--- src/common/bprc_pkg.sv ---
// Shared constants and types for the bypass routing and clock prescaler block
package bprc_pkg;
    // Rates and the derived divide ratio
    localparam int unsigned CLK_HZ       = 10_000_000;
    localparam int unsigned REF_HZ       = 9_600;
    localparam int unsigned GEN_HZ       = 11_059_200;
    localparam int unsigned DIVIDE_RATIO = GEN_HZ / REF_HZ;

    // Prescaler counter values
    localparam logic [7:0]  RELOAD_UPPER = 8'hfa;
    localparam logic [7:0]  RELOAD_LOWER = 8'h82;
    localparam logic [15:0] LAST_COUNT   = 16'hff00;
    localparam logic [15:0] TERM_COUNT   = 16'hff01;

    // Register byte offsets
    localparam logic [3:0] CONTROL_OFS = 4'h0;
    localparam logic [3:0] STATUS_OFS  = 4'h4;
    localparam logic [3:0] COUNT_OFS   = 4'h8;
    localparam logic [3:0] PULSES_OFS  = 4'hc;

    // Control field positions and reset values
    localparam int unsigned HS_SEL_LSB  = 0;
    localparam int unsigned CLK_SRC_LSB = 2;
    localparam int unsigned AD_EN_BIT   = 4;

    typedef enum logic [1:0] {
        HS_PANEL = 2'b00,
        HS_LOOP  = 2'b01,
        HS_HOLD  = 2'b10
    } bprc_hs_sel_t;

    typedef enum logic [1:0] {
        CLK_OFF      = 2'b00,
        CLK_INTERNAL = 2'b01,
        CLK_EXTERNAL = 2'b10
    } bprc_clk_src_t;

    localparam logic [1:0] HS_SEL_RESET  = 2'b00;
    localparam logic [1:0] CLK_SRC_RESET = 2'b01;
    localparam logic       AD_EN_RESET   = 1'b1;

    // Status field positions
    localparam int unsigned ST_BYPASS_BIT = 0;
    localparam int unsigned ST_RTS_BIT    = 1;
    localparam int unsigned ST_CTS_BIT    = 2;
    localparam int unsigned ST_SYNC_BIT   = 3;
    localparam int unsigned ST_UP_BIT     = 4;
    localparam int unsigned ST_DOWN_BIT   = 5;

    // Pin inputs that cross into the clock domain
    localparam int unsigned NUM_PINS = 13;
endpackage

--- src/rtl/bprc_top.sv ---
// Handshake, bypass routing and locked clock control with Avalon-MM registers
//
// Added by the designer: the Avalon-MM slave port and the address map.
`timescale 1ns/1ns
//
// Contract
// - Forward controller request-to-send to panel line
// - Offer line request-to-send for loopback selection
// - Clear-to-send from panel line or looped request
// - Hold position keeps clear-to-send always asserted
// - Active-low bypass loops data and controls back
// - Bypass disables the fast data return driver
// - Bypass energizes the voice bypass relay
// - Deliver clock locked to 9600 Hz reference; here the output is the external input or a free-running CLK/2 stand-in
// - Divider is two 8-bit counters plus register
// - Phase compare reference against sync register output
// - Counters reload while sync output is low
// - Count FA82 up to FF01, then reload
// - Sync output low only at terminal count
// - Full cycle spans 1152 generated clock periods
// - Clock source select: external, internal or off
// - Talk return: panel input or looped output
// - Path return: panel input or looped line
// - Enable jumper gates the path return delivery
module bprc_top
(
    input  wire logic        CLK,
    input  wire logic        RST,
    input  wire logic [3:0]  AVS_ADDRESS,
    input  wire logic        AVS_READ,
    input  wire logic        AVS_WRITE,
    input  wire logic [31:0] AVS_WRITEDATA,
    input  wire logic [3:0]  AVS_BYTEENABLE,
    output logic [31:0]      AVS_READDATA,
    output logic             AVS_WAITREQUEST,
    input  wire logic        CTRL_REQUEST_TO_SEND,
    input  wire logic        LINE_CLEAR_TO_SEND,
    input  wire logic        BYPASS_N,
    input  wire logic        REFERENCE_CLOCK_IN,
    input  wire logic        PANEL_TALK_INPUT,
    input  wire logic        PANEL_PATH_INPUT,
    input  wire logic        LOOPED_TALK_SELECT,
    input  wire logic        LOOPED_PATH_SELECT,
    input  wire logic        CTRL_FAST_DATA,
    input  wire logic        CTRL_SLOW_DATA,
    input  wire logic        PANEL_FAST_DATA,
    input  wire logic        PANEL_SLOW_DATA,
    input  wire logic        EXTERNAL_CLOCK_IN,
    output logic             LINE_REQUEST_TO_SEND,
    output logic             CTRL_CLEAR_TO_SEND,
    output logic             TALK_CONTROL_RETURN,
    output logic             PATH_CONTROL_RETURN,
    output logic             FAST_DATA_RETURN,
    output logic             FAST_DATA_RETURN_OE_N,
    output logic             DATA_RETURN_LINE,
    output logic             VOICE_BYPASS_RELAY,
    output logic             MASTER_CLOCK_OUT,
    output logic             MASTER_CLOCK_OE_N,
    output logic             PHASE_UP,
    output logic             PHASE_DOWN
);
    import bprc_pkg::*;

    // Filter: a change counts once stages two and three agree
    function automatic logic [NUM_PINS-1:0] settle(
        input logic [NUM_PINS-1:0] s2,
        input logic [NUM_PINS-1:0] s3,
        input logic [NUM_PINS-1:0] held);
        settle = (s2 & s3) | (held & (s2 ^ s3));
    endfunction

    function automatic logic hit(input logic [3:0] addr, input logic [3:0] ofs);
        hit = (addr == ofs);
    endfunction

    // Pin synchroniser
    logic [NUM_PINS-1:0] pin_raw;
    logic [NUM_PINS-1:0] pin_s1_q;
    logic [NUM_PINS-1:0] pin_s2_q;
    logic [NUM_PINS-1:0] pin_s3_q;
    logic [NUM_PINS-1:0] pin_q;

    assign pin_raw = {EXTERNAL_CLOCK_IN, PANEL_SLOW_DATA, PANEL_FAST_DATA,
                      CTRL_SLOW_DATA, CTRL_FAST_DATA, LOOPED_PATH_SELECT,
                      LOOPED_TALK_SELECT, PANEL_PATH_INPUT, PANEL_TALK_INPUT,
                      REFERENCE_CLOCK_IN, BYPASS_N, LINE_CLEAR_TO_SEND,
                      CTRL_REQUEST_TO_SEND};

    always_ff @(posedge CLK)
    begin
        if (RST)
        begin
            pin_s1_q <= 13'h0004;
            pin_s2_q <= 13'h0004;
            pin_s3_q <= 13'h0004;
            pin_q    <= 13'h0004;
        end
        else
        begin
            pin_s1_q <= pin_raw;
            pin_s2_q <= pin_s1_q;
            pin_s3_q <= pin_s2_q;
            pin_q    <= settle(pin_s2_q, pin_s3_q, pin_q);
        end
    end

    logic rts_f;
    logic line_cts_f;
    logic bypass_n_f;
    logic ref_f;
    logic panel_talk_f;
    logic panel_path_f;
    logic loop_talk_f;
    logic loop_path_f;
    logic ctrl_fast_f;
    logic ctrl_slow_f;
    logic panel_fast_f;
    logic panel_slow_f;
    logic ext_clk_f;
    logic bypass;

    assign {ext_clk_f, panel_slow_f, panel_fast_f, ctrl_slow_f, ctrl_fast_f,
            loop_path_f, loop_talk_f, panel_path_f, panel_talk_f, ref_f,
            bypass_n_f, line_cts_f, rts_f} = pin_q;
    assign bypass = !bypass_n_f;

    // Control register
    logic [1:0] hs_sel_q;
    logic [1:0] clk_src_q;
    logic       ad_en_q;
    logic       ack_q;
    logic       req;

    assign req             = AVS_READ || AVS_WRITE;
    assign AVS_WAITREQUEST = req && !ack_q;

    always_ff @(posedge CLK)
    begin
        if (RST)
        begin
            ack_q <= 1'b0;
        end
        else
        begin
            ack_q <= req && !ack_q;
        end
    end

    always_ff @(posedge CLK)
    begin
        if (RST)
        begin
            hs_sel_q  <= HS_SEL_RESET;
            clk_src_q <= CLK_SRC_RESET;
            ad_en_q   <= AD_EN_RESET;
        end
        else if (AVS_WRITE && ack_q && AVS_BYTEENABLE[0] && hit(AVS_ADDRESS, CONTROL_OFS))
        begin
            hs_sel_q  <= AVS_WRITEDATA[HS_SEL_LSB +: 2];
            clk_src_q <= AVS_WRITEDATA[CLK_SRC_LSB +: 2];
            ad_en_q   <= AVS_WRITEDATA[AD_EN_BIT];
        end
    end

    // Prescaler and phase comparator
    logic [15:0] count;
    logic        sync_n;
    logic        sync_n_q;
    logic        ref_q;
    logic        ref_rise;
    logic        cmp_fall;
    logic        up_q;
    logic        down_q;
    logic [15:0] pulses_q;

    bprc_prescaler u_prescaler
    (
        .clk    (CLK),
        .rst    (RST),
        .count  (count),
        .sync_n (sync_n)
    );

    assign ref_rise = ref_f && !ref_q;
    assign cmp_fall = !sync_n && sync_n_q;

    always_ff @(posedge CLK)
    begin
        if (RST)
        begin
            ref_q    <= 1'b0;
            sync_n_q <= 1'b1;
            up_q     <= 1'b0;
            down_q   <= 1'b0;
            pulses_q <= 16'h0000;
        end
        else
        begin
            ref_q    <= ref_f;
            sync_n_q <= sync_n;
            // Edges that meet in one cycle clear both flags, so the loop filter sees no error
            up_q     <= (up_q || ref_rise) && !(down_q || cmp_fall);
            down_q   <= (down_q || cmp_fall) && !(up_q || ref_rise);
            if (cmp_fall)
            begin
                pulses_q <= pulses_q + 16'h0001;
            end
        end
    end

    assign PHASE_UP   = up_q;
    assign PHASE_DOWN = down_q;

    // Stand-in oscillator: this logic cannot run at the locked rate itself
    logic osc_q;
    logic mclk_q;
    logic mclk_oe_n_q;

    always_ff @(posedge CLK)
    begin
        if (RST)
        begin
            osc_q       <= 1'b0;
            mclk_q      <= 1'b0;
            mclk_oe_n_q <= 1'b1;
        end
        else
        begin
            osc_q       <= !osc_q;
            mclk_q      <= (clk_src_q == CLK_EXTERNAL) ? ext_clk_f :
                           (clk_src_q == CLK_INTERNAL) ? osc_q : 1'b0;
            mclk_oe_n_q <= !(clk_src_q == CLK_EXTERNAL || clk_src_q == CLK_INTERNAL);
        end
    end

    assign MASTER_CLOCK_OUT  = mclk_q;
    assign MASTER_CLOCK_OE_N = mclk_oe_n_q;

    // Handshake and bypass routing, registered
    logic rts_out_q;
    logic cts_out_q;
    logic talk_q;
    logic path_q;
    logic fast_q;
    logic fast_oe_n_q;
    logic slow_q;
    logic relay_q;

    always_ff @(posedge CLK)
    begin
        if (RST)
        begin
            rts_out_q   <= 1'b0;
            cts_out_q   <= 1'b0;
            talk_q      <= 1'b0;
            path_q      <= 1'b0;
            fast_q      <= 1'b0;
            fast_oe_n_q <= 1'b1;
            slow_q      <= 1'b0;
            relay_q     <= 1'b0;
        end
        else
        begin
            rts_out_q <= rts_f;
            unique case (hs_sel_q)
                HS_LOOP: cts_out_q <= rts_f;
                HS_HOLD: cts_out_q <= 1'b1;
                default: cts_out_q <= line_cts_f;
            endcase
            talk_q      <= bypass ? loop_talk_f : panel_talk_f;
            path_q      <= ad_en_q && (bypass ? loop_path_f : panel_path_f);
            fast_q      <= bypass ? ctrl_fast_f : panel_fast_f;
            fast_oe_n_q <= bypass;
            slow_q      <= bypass ? ctrl_slow_f : panel_slow_f;
            relay_q     <= bypass;
        end
    end

    assign LINE_REQUEST_TO_SEND  = rts_out_q;
    assign CTRL_CLEAR_TO_SEND    = cts_out_q;
    assign TALK_CONTROL_RETURN   = talk_q;
    assign PATH_CONTROL_RETURN   = path_q;
    assign FAST_DATA_RETURN      = fast_q;
    assign FAST_DATA_RETURN_OE_N = fast_oe_n_q;
    assign DATA_RETURN_LINE      = slow_q;
    assign VOICE_BYPASS_RELAY    = relay_q;

    // Read data captured on the first cycle, stands on the answer cycle
    logic [31:0] rdata_q;
    logic [31:0] status;

    assign status = {26'h0000000, down_q, up_q, sync_n, cts_out_q, rts_out_q, bypass};

    always_ff @(posedge CLK)
    begin
        if (RST)
        begin
            rdata_q <= 32'h00000000;
        end
        else if (AVS_READ && !ack_q)
        begin
            if (hit(AVS_ADDRESS, CONTROL_OFS))
                rdata_q <= {27'h0000000, ad_en_q, clk_src_q, hs_sel_q};
            else if (hit(AVS_ADDRESS, STATUS_OFS))
                rdata_q <= status;
            else if (hit(AVS_ADDRESS, COUNT_OFS))
                rdata_q <= {16'h0000, count};
            else if (hit(AVS_ADDRESS, PULSES_OFS))
                rdata_q <= {16'h0000, pulses_q};
            else
                rdata_q <= 32'h00000000;
        end
    end

    assign AVS_READDATA = rdata_q;
endmodule

--- src/rtl/bprc_prescaler.sv ---
// Divide-by-1152 feedback prescaler: two byte counters and the sync register
`timescale 1ns/1ns
module bprc_prescaler
(
    input  wire logic        clk,
    input  wire logic        rst,
    output logic [15:0]      count,
    output logic             sync_n
);
    import bprc_pkg::*;

    logic [7:0] upper_count_byte_q;
    logic [7:0] lower_count_byte_q;
    logic       sync_register_q;
    logic       carry;

    assign carry  = (lower_count_byte_q == 8'hff);
    assign count  = {upper_count_byte_q, lower_count_byte_q};
    assign sync_n = sync_register_q;

    // Reload while the sync output is low; plain counting otherwise
    always_ff @(posedge clk)
    begin
        if (rst || !sync_register_q)
        begin
            upper_count_byte_q <= RELOAD_UPPER;
            lower_count_byte_q <= RELOAD_LOWER;
        end
        else
        begin
            lower_count_byte_q <= lower_count_byte_q + 8'h01;
            if (carry)
            begin
                upper_count_byte_q <= upper_count_byte_q + 8'h01;
            end
        end
    end

    // Low for the single terminal-count period of each cycle
    always_ff @(posedge clk)
    begin
        if (rst)
        begin
            sync_register_q <= 1'b1;
        end
        else
        begin
            sync_register_q <= !(sync_register_q && count == LAST_COUNT);
        end
    end

    // Helper: periods since the previous compare pulse
    logic [11:0] gap_q;
    logic        seen_q;
    always_ff @(posedge clk)
    begin
        if (rst)
        begin
            gap_q  <= 12'h000;
            seen_q <= 1'b0;
        end
        else if (!sync_register_q)
        begin
            gap_q  <= 12'h001;
            seen_q <= 1'b1;
        end
        else
        begin
            gap_q <= gap_q + 12'h001;
        end
    end
endmodule

--- config.mk ---
export PLATFORM = sky130hd
export DESIGN_NAME = bprc_top
export DESIGN_NICKNAME = d
export VERILOG_FILES = /design/src/common/bprc_pkg.sv /design/src/rtl/bprc_top.sv /design/src/rtl/bprc_prescaler.sv
export SDC_FILE = /design/constraint.sdc
export NUM_CORES = 1
export LEC_CHECK = 0
export BUFFER_PORTS_ARGS = -buffer_cell sky130_fd_sc_hd__buf_2
export CAP_MARGIN = 0
export CORE_ASPECT_RATIO = 0.75
export CORE_UTILIZATION = 35
export DETAILED_ROUTE_END_ITERATION = 10
export SYNTH_ARGS = -nofsm -noshare
export SYNTH_HDL_FRONTEND = slang
export SYNTH_SLANG_ARGS = --single-unit
--- constraint.sdc ---
create_clock -name CLK -period 1.3 [get_ports CLK]
set_input_delay 0.13 -clock CLK [delete_from_list [all_inputs] [get_ports CLK]]
set_output_delay 0.13 -clock CLK [all_outputs]
set_load 0.03 [all_outputs]
## Yosys cells after proc, flatten, opt, wreduce, memory -nomap -nowiden

Index checks and enable logic that the tools add are counted.

| operators by class | value |
|---|---|
| reduce and logical (&&, ||, !) cells | 26 |
| bitwise operators | 4 |
| add/sub/neg operators | 3 |
| divide/modulo/power cells | 0 |
| mux-type cells | 11 |
| multiply operators | 0 |
| magnitude comparators | 0 |
| shift-type cells | 0 |
| eq/ne operators | 9 |

Operators by type and width:

| kind | number |
|---|---|
| 16-bit 2-to-1 mux | 4 |
| 13-bit AND | 2 |
| 16-bit by 1-bit adder with 16-bit output, second input constant | 1 |
| 8-bit by 1-bit adder with 8-bit output, second input constant | 2 |
| 16-bit == test, second input constant | 1 |
| 13-bit OR | 1 |
| 13-bit XOR | 1 |
| 1-bit logical AND | 11 |
| 1-bit logical NOT | 9 |
| 4-bit == test, second input constant | 2 |
| 8-bit == test, second input constant | 1 |
| 1-bit 2-to-1 mux | 6 |
| 1-bit logical OR | 5 |
| 2-bit by 1-bit == test with 1-bit output, second input constant | 2 |
| 2-bit == test, second input constant | 2 |
| 4-bit by 3-bit == test with 1-bit output, second input constant | 1 |
| 4-bit logical NOT | 1 |
| 1-bit one-hot mux with 2 select lines | 1 |

| word-level totals | value |
|---|---|
| input port bits | 57 |
| output and inout port bits | 45 |
| RAM bits | 0 |
| flip-flop bits (word level) | 138 |
| memories kept | 0 |
| bits in read-only memories | 0 |
| logic and storage cells | 81 |
| latch bits | 0 |

## Logic depth before layout (Yosys ltp)

| depth | value |
|---|---|
| depth in word-level cells | 5 |
| depth in mapped cells | 6 |
| gate-level depth less buffers | 6 |

## Modules after synthesis

From an unflattened synthesis, not the netlist that was laid out.

| second synthesis, totals | value |
|---|---|
| cell total of the unflattened synthesis | 497 |
| area, all modules | 4870.9 µm² |

Modules (own cells, without submodules):

| module | area each (µm²) | sequential area each (µm²) | cells each | times used |
|---|---|---|---|---|
| bprc_top | 4055.1 | 2102.0 | 406 | 1 |
| bprc_prescaler | 815.8 | 340.3 | 91 | 1 |

## Worst setup path before layout

No wires, ideal clock.

| timing path | value |
|---|---|
| kind | register to register |
| from | reg u_prescaler.lower_count_byte_q[0] |
| to | reg u_prescaler.upper_count_byte_q[5] |
| buffers on the path | 0 |
| slack | -0.060 ns |
| library setup time | 0.128 ns |
| period minus slack after synthesis | 1.360 ns |
| arrival | 1.233 ns |
| data required time | 1.172 ns |
| cell stages (with the launch flop) | 6 |
| cells stage by stage | dfxtp_1 -> ha_1 -> nand3_1 -> nor4_2 -> xnor2_1 -> nand2_1 |

| on the way | value |
|---|---|
| cells in the longest elaborated chain, start to end | 1 |

RTL lines:

| item | line | source |
|---|---|---|
| start: declaration | bprc_prescaler.sv:13 | `logic [7:0] lower_count_byte_q;` |
| start signal: assignment | bprc_prescaler.sv:31 | `lower_count_byte_q <= lower_count_byte_q + 8'h01;` |
| 8-bit == test | bprc_prescaler.sv:17 | `assign carry = (lower_count_byte_q == 8'hff);` |
| end signal: assignment | bprc_prescaler.sv:34 | `upper_count_byte_q <= upper_count_byte_q + 8'h01;` |
| end: declaration | bprc_prescaler.sv:12 | `logic [7:0] upper_count_byte_q;` |

No other way between the ends.
A chain may end at the register's enable or synchronous reset.

## Final worst setup path

| timing path | value |
|---|---|
| from | reg u_prescaler.sync_register_q, in the netlist u_prescaler.sync_n |
| to | reg pulses_q[15] |

| on the way | value |
|---|---|
| cells in the longest elaborated chain, start to end | 2 |

RTL lines:

| item | line | source |
|---|---|---|
| start: declaration | bprc_prescaler.sv:14 | `logic sync_register_q;` |
| start signal: assignment | bprc_prescaler.sv:48 | `sync_register_q <= !(sync_register_q && count == LAST_COUNT);` |
| 1-bit logical NOT | bprc_top.sv:185 | `assign cmp_fall = !sync_n && sync_n_q;` |
| 1-bit logical AND | bprc_top.sv:185 |  |
| end signal: assignment | bprc_top.sv:206 | `pulses_q <= pulses_q + 16'h0001;` |
| end: declaration | bprc_top.sv:174 | `logic [15:0] pulses_q;` |

No other way between the ends.

==> impl_metrics.tcl <==
set metrics [dict create \
    ys_ff_latch 122 \
    yosysWarningCount 0 \
    violations "DRC, setup timing" \
    cts_max_path_buffers 2 \
    number_of_detailed_routing_iterations_run_before_antenna_repair 8 \
    netSwitchingFraction_pct 25.2 \
    yosys.cell_types.count 46 \
    num-fill-cells 1223 \
    post-synth-top-area-fraction_pct 50.2 \
    max-cap-violations 0 \
    synth_top_cell_by_area "sky130_fd_sc_hd__dfxtp_1" \
    full_die_area_um2 14400 \
    post-route-drc-count 14 \
    synth.yosys.seq_area_share_pct 50.2 \
    grt_pass1_vias 3574 \
    synthMostInstantiatedCell "sky130_fd_sc_hd__dfxtp_1" \
    hold_viol 0 \
    critPathArrivalTime_ns 1.64 \
    die-height_um 104 \
    final_cells 805 \
    final_critical_path_setup_slack_ns -0.0421 \
    worstSetupPathType "reg -> reg" \
    synth_ff_type "sky130_fd_sc_hd__dfxtp_1" \
    clock_sink_count 122 \
    start_util_pct 36.6 \
    final-setup-viol-count 5 \
    fin_setup_tns_ns -0.126 \
    fin_skew_ns 0.00703 \
    drive_gt1_share_pct 31.4 \
    min_period_over_period_pct 103 \
    fp.dieW_um 138 \
    syn_to_final_growth_pct 34.1 \
    power_per_cell_area_nw_per_um2 1340 \
    post_synth.cell_area_avg_um2 9.73 \
    critical_path.endpoint_type "flop" \
    grt.overflow.total 0 \
    slew_violations 0 \
    regToRegStartpoint "u_prescaler.sync_n" \
    power_share_of_the_sequential_group_pct 44.3 \
    combPwrFrac_pct 6.8 \
    pin_count_of_the_biggest_net_entering_global_routing 32 \
    hold_slack_ns 0.0290 \
    async_flop_share_pct 0 \
    gp_congestion 0.849 \
    drt_iter0_markers 159 \
    top_post_synthesis_cells_by_area "sky130_fd_sc_hd__dfxtp_1, sky130_fd_sc_hd__nor2b_1, sky130_fd_sc_hd__ha_1" \
    synthesis.instances 500 \
    required_time_of_the_critical_path_ns 1.59 \
    yosys-top-cells-count "sky130_fd_sc_hd__dfxtp_1, sky130_fd_sc_hd__nor2_1, sky130_fd_sc_hd__nor2b_1, sky130_fd_sc_hd__a21oi_1, sky130_fd_sc_hd__nor3_1" \
    clock-root-buffer "sky130_fd_sc_hd__clkbuf_16" \
    dp_worst_setup_slack_ns -0.110 \
    netSwitchingPower_uw 2200 \
    rr_endpoint "pulses_q[15]" \
    antenna_found_initial 0 \
    cts.htree.levels 4 \
    worst-path-max-fanout 7 \
    clk_latency_ns 0.41 \
    floorplan.io_pins 102 \
    post-layout-total-power_uw 8740 \
    irDropWorstVdd_uv 803 \
    wl_per_cell_um 13.1 \
    worst_hold_startpoint "AVS_WRITE" \
    tritoncts "yes" \
    track_usage_pct 15.1 \
    wire_length_of_the_first_global_routing_pass_um 17300 \
    hold_depth 3 \
    start_kind "flop" \
    achievable-frequency_ghz 0.745 \
    clock_power_share_pct 48.9 \
    leakage_uw 0.00286 \
    std_cell_rows 36 \
    p_int_uw 6540 \
    rrSetupSlack_ns -0.04 \
    clk_pin_slew_worst_paths_ns 0.06 \
    grt_setup_unrepaired "yes" \
    hold_class "in -> reg" \
    antenna_cells_inserted 0 \
    whs_endpoint "ack_q" \
    outcome "finished, violations left" \
    via_count 3728 \
    post_synth_instance_area_um2 4870 \
    place.detailed.hpwl_um 7300 \
    timing.reg2reg.worst_path_depth 4 \
    port_buffers 55 \
    nets 699 \
    postRouteAntennaNets 0 \
    placeable_area_um2 13300 \
    vias_per_cell 4.63 \
    cts-buffers-inserted 17 \
    synth_edf_count 0 \
    final.min_clock_period_ns 1.34 \
    routed_wl_um 10600 \
    number_of_cells_after_detailed_placement 749 \
]
## power by group through the flow
stage          Sequential (µW)  Clock, µW  Combinational, µW
2_1_floorplan             3980          0                356
3_3_place_gp              3950          0                524
3_5_place_dp              3950          0                529
4_1_cts                   3880       4360                591
5_1_grt                   3880       4560                649
6_report                  3870       4270                592
## registers in the layout, summed over array words and instances (netlist names), 2 cells and up
| name | count |
|---|---|
| u_prescaler.upper_count_byte_q | 8 |
| pin_s3_q | 13 |
| u_prescaler.lower_count_byte_q | 8 |
| pin_s1_q | 13 |
| AVS_READDATA | 16 |
| pin_s2_q | 13 |
| pin_q | 13 |
| hs_sel_q | 2 |
| clk_src_q | 2 |
| pulses_q | 16 |
## worst max-delay path, stage by stage (launching register included)
cell and delay, ns:
sky130_fd_sc_hd__dfxtp_4 0.36, sky130_fd_sc_hd__nand4b_1 0.28, sky130_fd_sc_hd__nor2_2 0.20, sky130_fd_sc_hd__nand3_2 0.09, sky130_fd_sc_hd__mux2_4 0.30
## layout by cell type (no fill, tap or decap), drive strengths merged, types with 5 or more instances in the layout
master	n
mux2	6
buf	108
a21oi	33
nor3	24
conb	16
mux2i	18
clkinv	7
nand4	9
nand2b	6
xnor2	15
nand2	19
or2	5
nor2b	43
dfxtp	122
clkbuf	17
ha	21
o21ai	5
nand3	15
xor2	6
inv	18
nor2	68
dlygate4sd3	18
nor4	6
## cells by family after synthesis
kind of cell               after synthesis  synth area share (%)
muxes                                   25                  5.63
and+or+nand+nor                        206                  22.5
adders and majority gates               21                  5.40
AOI/OAI and AO/OA                       52                  6.43
buffers and inverters                   52                  6.02
DFF                                    122                  50.2
xor gates and xnor gates                21                  3.78
other                                    1                0.0770
## timing repair
action | CTS | global route
endpoints found under the hold margin | 18 | 0
hold buffers | 18 | 0
buffers inserted | 2 | 3
gates cloned | 0 | 1
resized for setup | 23 | 22
pin swaps | 10 | 23
setup endpoints to repair | 17 | 26
## worst max-delay path by stage
| stage | from | to | cells past startpoint |
|---|---|---|---|
| 6_report | u_prescaler.sync_n | pulses_q[15] | 4 |
| 3_5_place_dp | pulses_q[0] | pulses_q[12] | 5 |
| 5_1_grt | pulses_q[1] | pulses_q[14] | 5 |
| 4_1_cts | pulses_q[0] | pulses_q[12] | 5 |
| 2_1_floorplan | pulses_q[0] | pulses_q[10] | 5 |
| 3_3_place_gp | AVS_ADDRESS[3] | AVS_READDATA[3] | 5 |
## metrics by stage
step,instance area (µm²),utilization (%)
after detailed placement,5560,41.9
after CTS,6410,48.3
after global routing,6530,49.1
final,6530,49.1
after floorplan,4930,-
after global placement,5560,41.9
## per-layer routing
metal | global-route usage, % | share of wire (%) | vias to the layer above
met5 | 0 | 0 | -
met4 | 6.98 | 0.88 | 0
met1 | 20.7 | 52 | 1740
met3 | 3.31 | 3.8 | 7
li1 | - | - | 1908
met2 | 22.6 | 44 | 73
## cell type report
class | instances | area [µm²] | share of cell area (%)
flip-flops and latches | 122 | 2470 | 37.8
multi-input cells | 342 | 2370 | 36.3
repair buffers | 126 | 888 | 13.6
clock buffers | 17 | 425 | 6.52
well taps | 171 | 214 | 3.28
clock inverters | 15 | 118 | 1.80
inverters | 12 | 45.0 | 0.690
Note: power is estimated with default switching activity, not from simulation.
